===== src/low_voltage_reset_map.vh =====
// Register map, field positions, reset values and timing for the supply monitor.
// Included by the supply monitor design; defines only.
`ifndef LOW_VOLTAGE_RESET_MAP_VH
`define LOW_VOLTAGE_RESET_MAP_VH

// ----------------------------------------------------------------
// Byte offsets on APB
// ----------------------------------------------------------------
`define OFS_SUPPLY_MONITOR_CONTROL 12'h000
`define OFS_SUPPLY_LEVEL_STATUS    12'h004
`define OFS_RESET_CAUSE            12'h008
`define OFS_SEQUENCER_STATE        12'h00c

// ----------------------------------------------------------------
// Field positions
// ----------------------------------------------------------------
`define BIT_COMPARE_SOURCE_SELECT  5
`define BIT_RESET_THRESHOLD_SELECT 3
`define BIT_FALL_INTERRUPT_ENABLE  1
`define BIT_RISE_INTERRUPT_ENABLE  0
`define BIT_SUPPLY_FALL_FLAG       1
`define BIT_SUPPLY_RISE_FLAG       0
`define BIT_POWERON_OR_LOWVOLT     1
`define BIT_WATCHDOG_CAUSE         0

// ----------------------------------------------------------------
// Reset and fixed read values
// ----------------------------------------------------------------
`define CONTROL_RESET      8'hfc
`define CONTROL_FIXED_ONES 8'hd4
`define STATUS_FIXED_ONES  8'hfc
`define CAUSE_RESET        2'h2

// ----------------------------------------------------------------
// Timing
// ----------------------------------------------------------------
`define MCLK_PERIOD_PS     5000
`define PIN_FILTER_NS      400
`define PRESCALE_CYCLES    131072

`endif


===== src/low_voltage_reset_status.v =====
// Supply monitor digital side: supply flags, reset cause, reset release sequence.
// Assumes comparator outputs and reset pin are asynchronous levels; APB master
// and watchdog reset pulse run on mclk.
//
// How it works
// - Supply fall sets supply fall flag
// - Rise flag: armed fall, recover, no lower dip
// - Clear flag by 0 only after read 1
// - Low-voltage reset clears both supply flags
// - Status bits 7..2 read one, ignore writes
// - Power-on/low-volt reset sets cause bit; write 0 clears
// - Watchdog reset sets watchdog cause bit
// - Watchdog cause cleared by resets or write 0
// - Cause bits 7..2 undefined, writes ignored
// - Low reset pin holds prescaler and chip
// - Pin released: count 131072 cycles, then release
// - Filter reset pin glitches under 400 ns
// - Low-voltage detector always on, no disable
// - Below threshold: drive reset low, clear prescaler
// - Low-voltage reset holds until supply rises above upper threshold or power-on reset
// - Above upper threshold: release, count, then run
// - Low-voltage reset restores high threshold select and clears both interrupt enables
// - Supply below power-on level forces power-on reset
// - Fall flag with enable raises interrupt zero
// - Threshold select 0 lower, 1 higher
//
// Implementation choices: the APB interface to the registers and the placing of the registers.
`timescale 1ns/10ps
`include "low_voltage_reset_map.vh"

module low_voltage_reset_status
#(
   parameter PRESCALE_CYCLES = `PRESCALE_CYCLES,
   parameter PRESCALE_WIDTH  = 18
)
(
   // Clock and reset
   input  wire        mclk,
   input  wire        sys_rst,
   // APB slave
   input  wire        psel,
   input  wire        penable,
   input  wire        pwrite,
   input  wire [11:0] paddr,
   input  wire [31:0] pwdata,
   output wire        pready,
   output reg  [31:0] prdata,
   output wire        pslverr,
   // Asynchronous comparator levels and reset pin; below_* high when supply is below the level, above_rise_level high when above
   input  wire        below_fall_level,
   input  wire        above_rise_level,
   input  wire        below_lower_threshold,
   input  wire        below_upper_threshold,
   input  wire        below_poweron_level,
   input  wire        reset_pin_n,
   // Watchdog reset event from same clock domain
   input  wire        watchdog_reset,
   // Reset and interrupt outputs
   output reg         low_voltage_reset_n,
   output reg         chip_reset,
   output reg         prescaler_overflow,
   output reg         external_interrupt_zero,
   output wire        reset_threshold_select,
   output wire        compare_source_select
);

   // ----------------------------------------------------------------
   // Derived timing
   // ----------------------------------------------------------------
   localparam integer FILTER_CYCLES =
      (`PIN_FILTER_NS * 1000 + `MCLK_PERIOD_PS - 1) / `MCLK_PERIOD_PS;
   localparam integer FILTER_LAST_INT   = FILTER_CYCLES - 1;
   localparam integer PRESCALE_LAST_INT = PRESCALE_CYCLES - 1;
   localparam [7:0] FILTER_LAST = FILTER_LAST_INT[7:0];
   localparam [PRESCALE_WIDTH-1:0] PRESCALE_LAST = PRESCALE_LAST_INT[PRESCALE_WIDTH-1:0];
   localparam [1:0] CAUSE_INIT = `CAUSE_RESET;

   // Sequencer states
   localparam [1:0] ST_HOLD  = 2'h0;
   localparam [1:0] ST_COUNT = 2'h1;
   localparam [1:0] ST_RUN   = 2'h2;

   function is_access;
      input [11:0] addr;
      input [11:0] ofs;
      begin
         is_access = psel && penable && (addr == ofs);
      end
   endfunction

   // ----------------------------------------------------------------
   // Input synchronisers
   // ----------------------------------------------------------------
   reg  [5:0] sync1_reg;
   reg  [5:0] sync2_reg;
   reg  [5:0] sync_prev_reg;
   wire [5:0] async_in = {reset_pin_n, below_poweron_level, below_upper_threshold,
                          below_lower_threshold, above_rise_level, below_fall_level};

   always @(posedge mclk)
   begin
      if (sys_rst)
      begin
         sync1_reg     <= 6'h20;
         sync2_reg     <= 6'h20;
         sync_prev_reg <= 6'h20;
      end
      else
      begin
         sync1_reg     <= async_in;
         sync2_reg     <= sync1_reg;
         sync_prev_reg <= sync2_reg;
      end
   end

   wire fall_s   = sync2_reg[0];
   wire rise_s   = sync2_reg[1];
   wire lower_s  = sync2_reg[2];
   wire upper_s  = sync2_reg[3];
   wire por_s    = sync2_reg[4];
   wire pin_s    = sync2_reg[5];
   wire fall_evt = fall_s && !sync_prev_reg[0];
   wire rise_evt = rise_s && !sync_prev_reg[1];

   // ----------------------------------------------------------------
   // Reset pin filter
   // ----------------------------------------------------------------
   reg       pin_filt_reg;
   reg [7:0] filt_cnt_reg;

   always @(posedge mclk)
   begin
      if (sys_rst)
      begin
         pin_filt_reg <= 1'b1;
         filt_cnt_reg <= 8'h00;
      end
      else if (pin_s == pin_filt_reg)
         filt_cnt_reg <= 8'h00;
      else if (filt_cnt_reg == FILTER_LAST)
      begin
         pin_filt_reg <= pin_s;
         filt_cnt_reg <= 8'h00;
      end
      else
         filt_cnt_reg <= filt_cnt_reg + 8'h01;
   end

   // Pin assertion event for the watchdog cause clear
   reg  pin_filt_prev_reg;
   wire pin_assert_evt = pin_filt_prev_reg && !pin_filt_reg;

   always @(posedge mclk)
   begin
      if (sys_rst)
         pin_filt_prev_reg <= 1'b1;
      else
         pin_filt_prev_reg <= pin_filt_reg;
   end

   // ----------------------------------------------------------------
   // Control register
   // ----------------------------------------------------------------
   // Detector has no enable bit at all, so software cannot switch it off
   reg  fall_ie_reg;
   reg  rise_ie_reg;
   reg  thresh_sel_reg;
   reg  src_sel_reg;
   reg  lvr_active_reg;
   wire wr_ctrl = is_access(paddr, `OFS_SUPPLY_MONITOR_CONTROL) && pwrite;
   wire lvr_enter;

   assign reset_threshold_select = thresh_sel_reg;
   assign compare_source_select  = src_sel_reg;

   always @(posedge mclk)
   begin
      if (sys_rst || por_s || watchdog_reset)
      begin
         fall_ie_reg    <= 1'b0;
         rise_ie_reg    <= 1'b0;
         thresh_sel_reg <= 1'b1;
         src_sel_reg    <= 1'b1;
      end
      else if (lvr_enter || lvr_active_reg)
      begin
         fall_ie_reg    <= 1'b0;
         rise_ie_reg    <= 1'b0;
         thresh_sel_reg <= 1'b1;
      end
      else if (wr_ctrl)
      begin
         fall_ie_reg    <= pwdata[`BIT_FALL_INTERRUPT_ENABLE];
         rise_ie_reg    <= pwdata[`BIT_RISE_INTERRUPT_ENABLE];
         thresh_sel_reg <= pwdata[`BIT_RESET_THRESHOLD_SELECT];
         src_sel_reg    <= pwdata[`BIT_COMPARE_SOURCE_SELECT];
      end
   end

   // ----------------------------------------------------------------
   // Low-voltage reset detector
   // ----------------------------------------------------------------
   wire below_sel = thresh_sel_reg ? upper_s : lower_s;
   assign lvr_enter = below_sel && !lvr_active_reg;

   always @(posedge mclk)
   begin
      if (sys_rst || por_s)
         lvr_active_reg <= 1'b0;
      else if (lvr_enter)
         lvr_active_reg <= 1'b1;
      else if (lvr_active_reg && !upper_s)
         lvr_active_reg <= 1'b0;
   end

   // ----------------------------------------------------------------
   // Supply flags
   // ----------------------------------------------------------------
   reg  fall_flag_reg;
   reg  rise_flag_reg;
   reg  fall_seen_reg;
   reg  rise_seen_reg;
   reg  rise_armed_reg;
   wire rd_stat = is_access(paddr, `OFS_SUPPLY_LEVEL_STATUS) && !pwrite;
   wire wr_stat = is_access(paddr, `OFS_SUPPLY_LEVEL_STATUS) && pwrite;
   wire fall_clr = wr_stat && fall_seen_reg && !pwdata[`BIT_SUPPLY_FALL_FLAG];
   wire rise_clr = wr_stat && rise_seen_reg && !pwdata[`BIT_SUPPLY_RISE_FLAG];
   wire rise_set = rise_armed_reg && rise_evt && !lower_s;

   always @(posedge mclk)
   begin
      if (sys_rst || por_s || lvr_enter || lvr_active_reg)
      begin
         fall_flag_reg  <= 1'b0;
         rise_flag_reg  <= 1'b0;
         fall_seen_reg  <= 1'b0;
         rise_seen_reg  <= 1'b0;
         rise_armed_reg <= 1'b0;
      end
      else
      begin
         if (fall_evt)
            fall_flag_reg <= 1'b1;
         else if (fall_clr)
            fall_flag_reg <= 1'b0;

         if (rise_set)
            rise_flag_reg <= 1'b1;
         else if (rise_clr)
            rise_flag_reg <= 1'b0;

         // A write consumes the read; a 0 with no prior read of 1 is ignored
         if (rd_stat)
            fall_seen_reg <= prdata[`BIT_SUPPLY_FALL_FLAG];
         else if (wr_stat)
            fall_seen_reg <= 1'b0;
         if (rd_stat)
            rise_seen_reg <= prdata[`BIT_SUPPLY_RISE_FLAG];
         else if (wr_stat)
            rise_seen_reg <= 1'b0;

         if (lower_s)
            rise_armed_reg <= 1'b0;
         else if (fall_evt && rise_ie_reg)
            rise_armed_reg <= 1'b1;
         else if (rise_set)
            rise_armed_reg <= 1'b0;
      end
   end

   // ----------------------------------------------------------------
   // Reset cause
   // ----------------------------------------------------------------
   reg  poweron_or_lowvolt_cause_reg;
   reg  watchdog_cause_reg;
   wire wr_cause = is_access(paddr, `OFS_RESET_CAUSE) && pwrite;

   always @(posedge mclk)
   begin
      if (sys_rst)
      begin
         poweron_or_lowvolt_cause_reg <= CAUSE_INIT[`BIT_POWERON_OR_LOWVOLT];
         watchdog_cause_reg           <= 1'b0;
      end
      else
      begin
         if (por_s || lvr_enter)
            poweron_or_lowvolt_cause_reg <= 1'b1;
         else if (wr_cause && !pwdata[`BIT_POWERON_OR_LOWVOLT])
            poweron_or_lowvolt_cause_reg <= 1'b0;

         if (watchdog_reset)
            watchdog_cause_reg <= 1'b1;
         else if (por_s || lvr_enter || pin_assert_evt)
            watchdog_cause_reg <= 1'b0;
         else if (wr_cause && !pwdata[`BIT_WATCHDOG_CAUSE])
            watchdog_cause_reg <= 1'b0;
      end
   end

   // ----------------------------------------------------------------
   // Release sequencer
   // ----------------------------------------------------------------
   reg [1:0]                state_reg;
   reg [1:0]                state_next;
   reg [PRESCALE_WIDTH-1:0] presc_reg;
   wire hold = por_s || lvr_active_reg || lvr_enter || !pin_filt_reg;

   always @*
   begin
      state_next = state_reg;
      case (state_reg)
         ST_HOLD:
            if (!hold)
               state_next = ST_COUNT;
         ST_COUNT:
            if (hold)
               state_next = ST_HOLD;
            else if (presc_reg == PRESCALE_LAST)
               state_next = ST_RUN;
         ST_RUN:
            if (hold)
               state_next = ST_HOLD;
         default:
            state_next = ST_HOLD;
      endcase
   end

   always @(posedge mclk)
   begin
      if (sys_rst)
      begin
         state_reg               <= ST_HOLD;
         presc_reg               <= {PRESCALE_WIDTH{1'b0}};
         chip_reset              <= 1'b1;
         prescaler_overflow      <= 1'b0;
         low_voltage_reset_n     <= 1'b1;
         external_interrupt_zero <= 1'b0;
      end
      else
      begin
         state_reg          <= state_next;
         prescaler_overflow <= (state_reg == ST_COUNT) && (state_next == ST_RUN);
         chip_reset         <= (state_next != ST_RUN);
         if (state_reg == ST_COUNT && !hold)
            presc_reg <= presc_reg + {{(PRESCALE_WIDTH-1){1'b0}}, 1'b1};
         else
            presc_reg <= {PRESCALE_WIDTH{1'b0}};
         low_voltage_reset_n     <= !(lvr_active_reg || lvr_enter);
         external_interrupt_zero <= (fall_flag_reg && fall_ie_reg) ||
                                    (rise_flag_reg && rise_ie_reg);
      end
   end

   // ----------------------------------------------------------------
   // APB read path
   // ----------------------------------------------------------------
   // Zero wait states; unmapped addresses answer with an error
   wire mapped = (paddr == `OFS_SUPPLY_MONITOR_CONTROL) ||
                 (paddr == `OFS_SUPPLY_LEVEL_STATUS) ||
                 (paddr == `OFS_RESET_CAUSE) ||
                 (paddr == `OFS_SEQUENCER_STATE);

   assign pready  = 1'b1;
   assign pslverr = psel && penable && !mapped;

   reg [31:0] rd_word;

   always @*
   begin
      case (paddr)
         `OFS_SUPPLY_MONITOR_CONTROL:
            rd_word = {24'h000000, `CONTROL_FIXED_ONES | {2'h0, src_sel_reg, 1'b0,
                      thresh_sel_reg, 1'b0, fall_ie_reg, rise_ie_reg}};
         `OFS_SUPPLY_LEVEL_STATUS:
            rd_word = {24'h000000, `STATUS_FIXED_ONES | {6'h00, fall_flag_reg,
                      rise_flag_reg}};
         `OFS_RESET_CAUSE:
            rd_word = {30'h00000000, poweron_or_lowvolt_cause_reg,
                       watchdog_cause_reg};
         `OFS_SEQUENCER_STATE:
            rd_word = {28'h0000000, lvr_active_reg, !pin_filt_reg, state_reg};
         default:
            rd_word = 32'h00000000;
      endcase
   end

   // Captured in setup: access phase sees a flop, flag clears see what was read
   always @(posedge mclk)
   begin
      if (sys_rst)
         prdata <= 32'h00000000;
      else if (psel && !penable)
         prdata <= rd_word;
   end

endmodule


===== config.mk =====
export PLATFORM = sky130hd
export DESIGN_NAME = low_voltage_reset_status
export DESIGN_NICKNAME = d
export VERILOG_FILES = /design/src/low_voltage_reset_status.v
export VERILOG_INCLUDE_DIRS = /design/src
export SDC_FILE = /design/constraint.sdc
export NUM_CORES = 1
export LEC_CHECK = 0
export ABC_AREA = 0
export BUFFER_PORTS_ARGS = -buffer_cell sky130_fd_sc_hd__buf_4
export CORE_UTILIZATION = 45
export DETAILED_ROUTE_END_ITERATION = 6
export HOLD_SLACK_MARGIN = 0.02
export PLACE_DENSITY = 0.85
export SETUP_SLACK_MARGIN = 0.02
export SLEW_MARGIN = 30
export SYNTH_ARGS = -nofsm -noshare
export SYNTH_HDL_FRONTEND = slang
export SYNTH_SLANG_ARGS = --single-unit

===== constraint.sdc =====
create_clock -name mclk -period 1.72 [get_ports mclk]
set_input_delay 0.086 -clock mclk [delete_from_list [all_inputs] [get_ports mclk]]
set_output_delay 0.086 -clock mclk [all_outputs]
set_load 0.005 [all_outputs]

Word-level counts from Yosys, hierarchy flattened
Cells that the tools add are included.

operators by class
  $add $sub $neg = 2
  equal/unequal tests = 10
  muxes and demuxes = 21
  bitwise operators = 3
  reduce and logical (&&, ||, !) cells = 70

operator list
  operator                 number
  $pmux W8 S4              1
  $logic_and A1 B1 Y1      28
  $eq A12 B4 Y1 const B    2
  $add A18 B1 Y18 const B  1
  $eq A18 B17 Y1 const B   1
  $mux W1                  15
  $logic_or A1 B1 Y1       14
  $logic_not A1 Y1         13
  $eq A12 B3 Y1 const B    1
  $logic_not A12 Y1        1
  $reduce_bool A2 Y1       5
  $add A8 B1 Y8 const B    1
  $eq A8 B7 Y1 const B     1
  $mux W2                  4
  $reduce_or A2 Y1         4
  $pmux W2 S3              1
  $eq A2 B2 Y1 const B     2
  $reduce_and A2 Y1        2
  $not A1 Y1               3
  $reduce_bool A3 Y1       1
  $reduce_or A3 Y1         1
  $eq A2 B1 Y1 const B     1
  $logic_not A2 Y1         1
  $ne A2 B2 Y1 const B     1
  $eq A1 B1 Y1             1

word-level totals
  register bits = 92
  input bits = 56
  output and inout port bits = 40
  word-level logic and storage cells = 131

Depth between registers and ports, before layout
  depth after elaboration = 8
  gate-level depth with buffers = 6
  depth with buffers taken out = 5

Worst setup path after synthesis
Ideal clock, no wire load.

  kind = reg-to-reg
  start point = register thresh_sel_reg (netlist: reset_threshold_select)
  end point = register presc_reg[10]
  library setup time = 65 ps
  data arrival time = 1643 ps
  required time = 1655 ps
  setup slack = 12 ps
  cell stages (with the launch flop) = 6
  buffers on the path = 1
  clock period less this slack = 1708 ps
  path through = dfxtp_1 -> mux2_2 -> nor4_2 -> nand2_1 -> clkbuf_1 -> nor2_1

on the way
  cells in the longest elaborated chain, start to end = 8

RTL lines
  what                               RTL line                        source
  start: declaration                 low_voltage_reset_status.v:167  reg thresh_sel_reg;
  start signal: assignment           low_voltage_reset_status.v:195  thresh_sel_reg <= pwdata[`BIT_RESET_THRESHOLD_SELECT];
  $mux W1                            low_voltage_reset_status.v:203  wire below_sel = thresh_sel_reg ? upper_s : lower_s;
  $logic_and A1 B1 Y1                low_voltage_reset_status.v:204  assign lvr_enter = below_sel && !lvr_active_reg;
  $logic_or A1 B1 Y1 (2 in series)   low_voltage_reset_status.v:307  wire hold = por_s || lvr_active_reg || lvr_enter || !pin_filt_reg;
  $logic_not A1 Y1                   low_voltage_reset_status.v:345  if (state_reg == ST_COUNT && !hold)
  $logic_and A1 B1 Y1                low_voltage_reset_status.v:345
  $not A1 Y1 (no source line)        --
  $reduce_or A2 Y1 (no source line)  --
  end signal: assignment             low_voltage_reset_status.v:334  presc_reg <= {PRESCALE_WIDTH{1'b0}};
  end signal: assignment             low_voltage_reset_status.v:346  presc_reg <= presc_reg + {{(PRESCALE_WIDTH-1){1'b0}}, 1'b1};
  end signal: assignment             low_voltage_reset_status.v:348  presc_reg <= {PRESCALE_WIDTH{1'b0}};
  end: declaration                   low_voltage_reset_status.v:306  reg [PRESCALE_WIDTH-1:0] presc_reg;

Every way passes these cells.
A chain may end at the register's enable or synchronous reset.

Final worst setup path
  start point = register presc_reg[6]
  end point = register presc_reg[14]

on the way
  cells in the longest elaborated chain, start to end = 1

RTL lines
  what             RTL line
  $add A18 B1 Y18  low_voltage_reset_status.v:346

Every way passes these cells.

==> metrics <==
outcome=finished clean; maximum VDD drop=0.490 mV; initial detailed-routing violation count=138; Worst Clk Skew=0.00705 ns; Final Util=60.9%; post-DP HPWL=4.14 mm; DP Area=0.00331 mm²; Total Nets Final=around 440; critical path type=flip-flop to flip-flop; initial antenna violation count=0; initial core utilization=a little under half; crit path launch type=flip-flop; final critical-path required period=1.68 ns; Async SR Flop Fraction=0%; Synth warnings=0; most frequent cells in the layout=62 x buf_4, 58 x dfxtp_1, 36 x nor2_1, 25 x conb_1, 17 x nor2b_1; Skew-Pair Late Insertion Delay=between 0.3 and 0.4 ns; Non-Filler Instances=458; Post-Synth XOR/XNOR Area=around 5.4%; endpoints failing setup=0; num rows=28; CTS Buf Count=9; CP endpoint kind=flip-flop; total of max-cap violations=0; die height=roughly 82 µm; commonest non-fill, non-tap cell in the layout=buf_4; hold_ws=0.0454 ns; gpl congestion=0.790; design area=0.00369 mm²; DR pass1 iterations=4; f_max=approximately 0.6 GHz; Worst EP arrival=a little under 2 ns; P per Cell Area=914 mW/mm²; grt total ovfl=0; gr usage total=19.2%; RSZ-0062 raised after global routing=yes; Die ar.=0.00678 mm²; Final Power=3.37 mW; Synth Area in Simple Gates=roughly 28%; EDFF count, synth=0; Required @ worst endpoint=slightly below 2 ns; port bufs=42; pin count of the biggest net entering global routing=19; Seq/Total Area, Yosys=45.5%; ANT nets after route=0; Avg WL per Cell=~13 µm; cells after synthesis=306; area grow syn2layout=27.1%; post-synthesis compound-gate area fraction=between 7 and 8%; synthesized area per cell=9.49 µm²; multiplexer area fraction after synthesis=under 10%; CTS tree=built; Netlist cell types=46; DR vias/cell=5.08; Max Buffers Root-to-Sink=2; # IOs=96; critical path peak fanout=6; area of the core=0.00606 mm²; Post-Synth Adder-Cell Area=0.862%; clock sinks=66; count of final hold-check violations=0; H-tree depth=3; max reg flops=18; max-slew violations=0; Period Utilization, post-route=97.7%; Placed Instances=431; Synth Register Bits=66; main combinational cell family by area after synthesis=simple AND/OR/NAND/NOR gates; first-pass GRT wire length=approximately 9.6 mm; DR vias=2327; Primary FF master, synth=dfxtp_1; Lkg Pwr=1.47 nW; CTS root buf=clkbuf_8; Worst-path clk slew=~0.070 ns; share of cells above drive strength 1=28.2%; # diodes=0; Min-Delay Path Class=primary input to flip-flop; drt total wl=5.88 mm; # DRC=0; number of global-route vias before repair=about 2.2k; synthesized cell area=0.00290 mm²; Die X-Extent=82.3 µm
kinds of logic (layout without fill, tap and decap cells):
family	Yosys count	count (layout)
AND/OR/NAND/NOR	135	135
flip-flops	66	66
buffers and inverters	44	98
AO/OA/AOI/OAI	30	30
XOR/XNOR	18	18
multiplexers	9	9
adder cells (fa/ha/maj)	2	2
other	2	25
layout make-up:
type,count,area [µm²]
Clock buffer,11,151
Clock inverter,5,100
Fill cell,523,2370
Inverter,11,41.3
Multi-Input combinational cell,219,1420
Sequential cell,66,1330
Tap cell,75,93.8
Timing Repair Buffer,71,556
where the power goes:
| part | internal [mW] | switching [mW] | leakage, nW |
|---|---|---|---|
| Clock | 1.04 | 0.565 | 0.129 |
| Combinational | 0.103 | 0.100 | 0.804 |
| Sequential | 1.55 | 0.0152 | 0.540 |
| Total | 2.69 | 0.680 | 1.47 |
worst max-delay path, stage by stage (launching register included):
cell,delay (ns)
dfxtp_2,0.36
nand4_4,0.13
or4_4,0.57
or4_1,0.41
a21oi_1,0.13
routing by layer:
metal	global-route usage (%)	wire, µm
met1	22.9	2620
met2	31.9	2920
met3	6.37	315
met4	6.84	25
met5	0	0
cell usage after synthesis, types with 2 or more instances:
cell	count	area [µm²]
and3_1	4	25.0
nor4_2	2	25.0
a22oi_1	7	52.6
nor4_4	2	42.5
xnor2_1	12	105
clkbuf_1	6	22.5
inv_1	11	41.3
a21oi_1	6	30.0
o31ai_1	3	22.5
ha_1	2	25.0
conb_1	2	7.51
or4_1	4	30.0
nand4b_1	3	26.3
xor2_1	6	52.6
nand3_1	13	65.1
mux2i_1	6	60.1
mux4_2	2	45.0
or3_1	7	43.8
o22ai_1	2	12.5
buf_4	27	203
nand2b_1	5	31.3
o21ai_0	4	20.0
nand4_1	2	12.5
nor3_1	9	45.0
nor4_1	4	25.0
nor2b_1	17	106
dfxtp_1	66	1320
nor2_1	36	135
or2_2	6	37.5
or4_4	4	45.0
nand2_1	11	41.3
stage by stage:
step | TNS [ns] | setup WS (ns)
floorplan | 0 | 0.0293
global placement | 0 | 0.0354
detailed placement | -0.00206 | -0.00206
CTS | 0 | 0.0175
global route | -0.00677 | -0.00677
finish | 0 | 0.0395
worst paths after layout:
check	startpoint	end	slack, ns	cells past startpoint
max reg2reg	presc_reg[6]$_SDFF_PP0_	presc_reg[14]$_SDFF_PP0_	0.04	4
max	presc_reg[6]$_SDFF_PP0_	presc_reg[14]$_SDFF_PP0_	0.04	4
min	sys_rst	prdata[5]$_SDFFE_PP0P_	0.05	2
min reg2reg	sync1_reg[5]$_SDFF_PP1_	sync2_reg[5]$_SDFF_PP1_	0.42	1
repair_timing:
action                                  4_1_cts  5_1_grt
setup buffers                                 0        2
pin swaps                                     0        3
endpoints found under the setup margin        2       11
hold endpoints to repair                     10        0
gates resized for setup                       4        6
hold buffers                                  9        0
No activity file was read; power rests on OpenSTA's default activity.
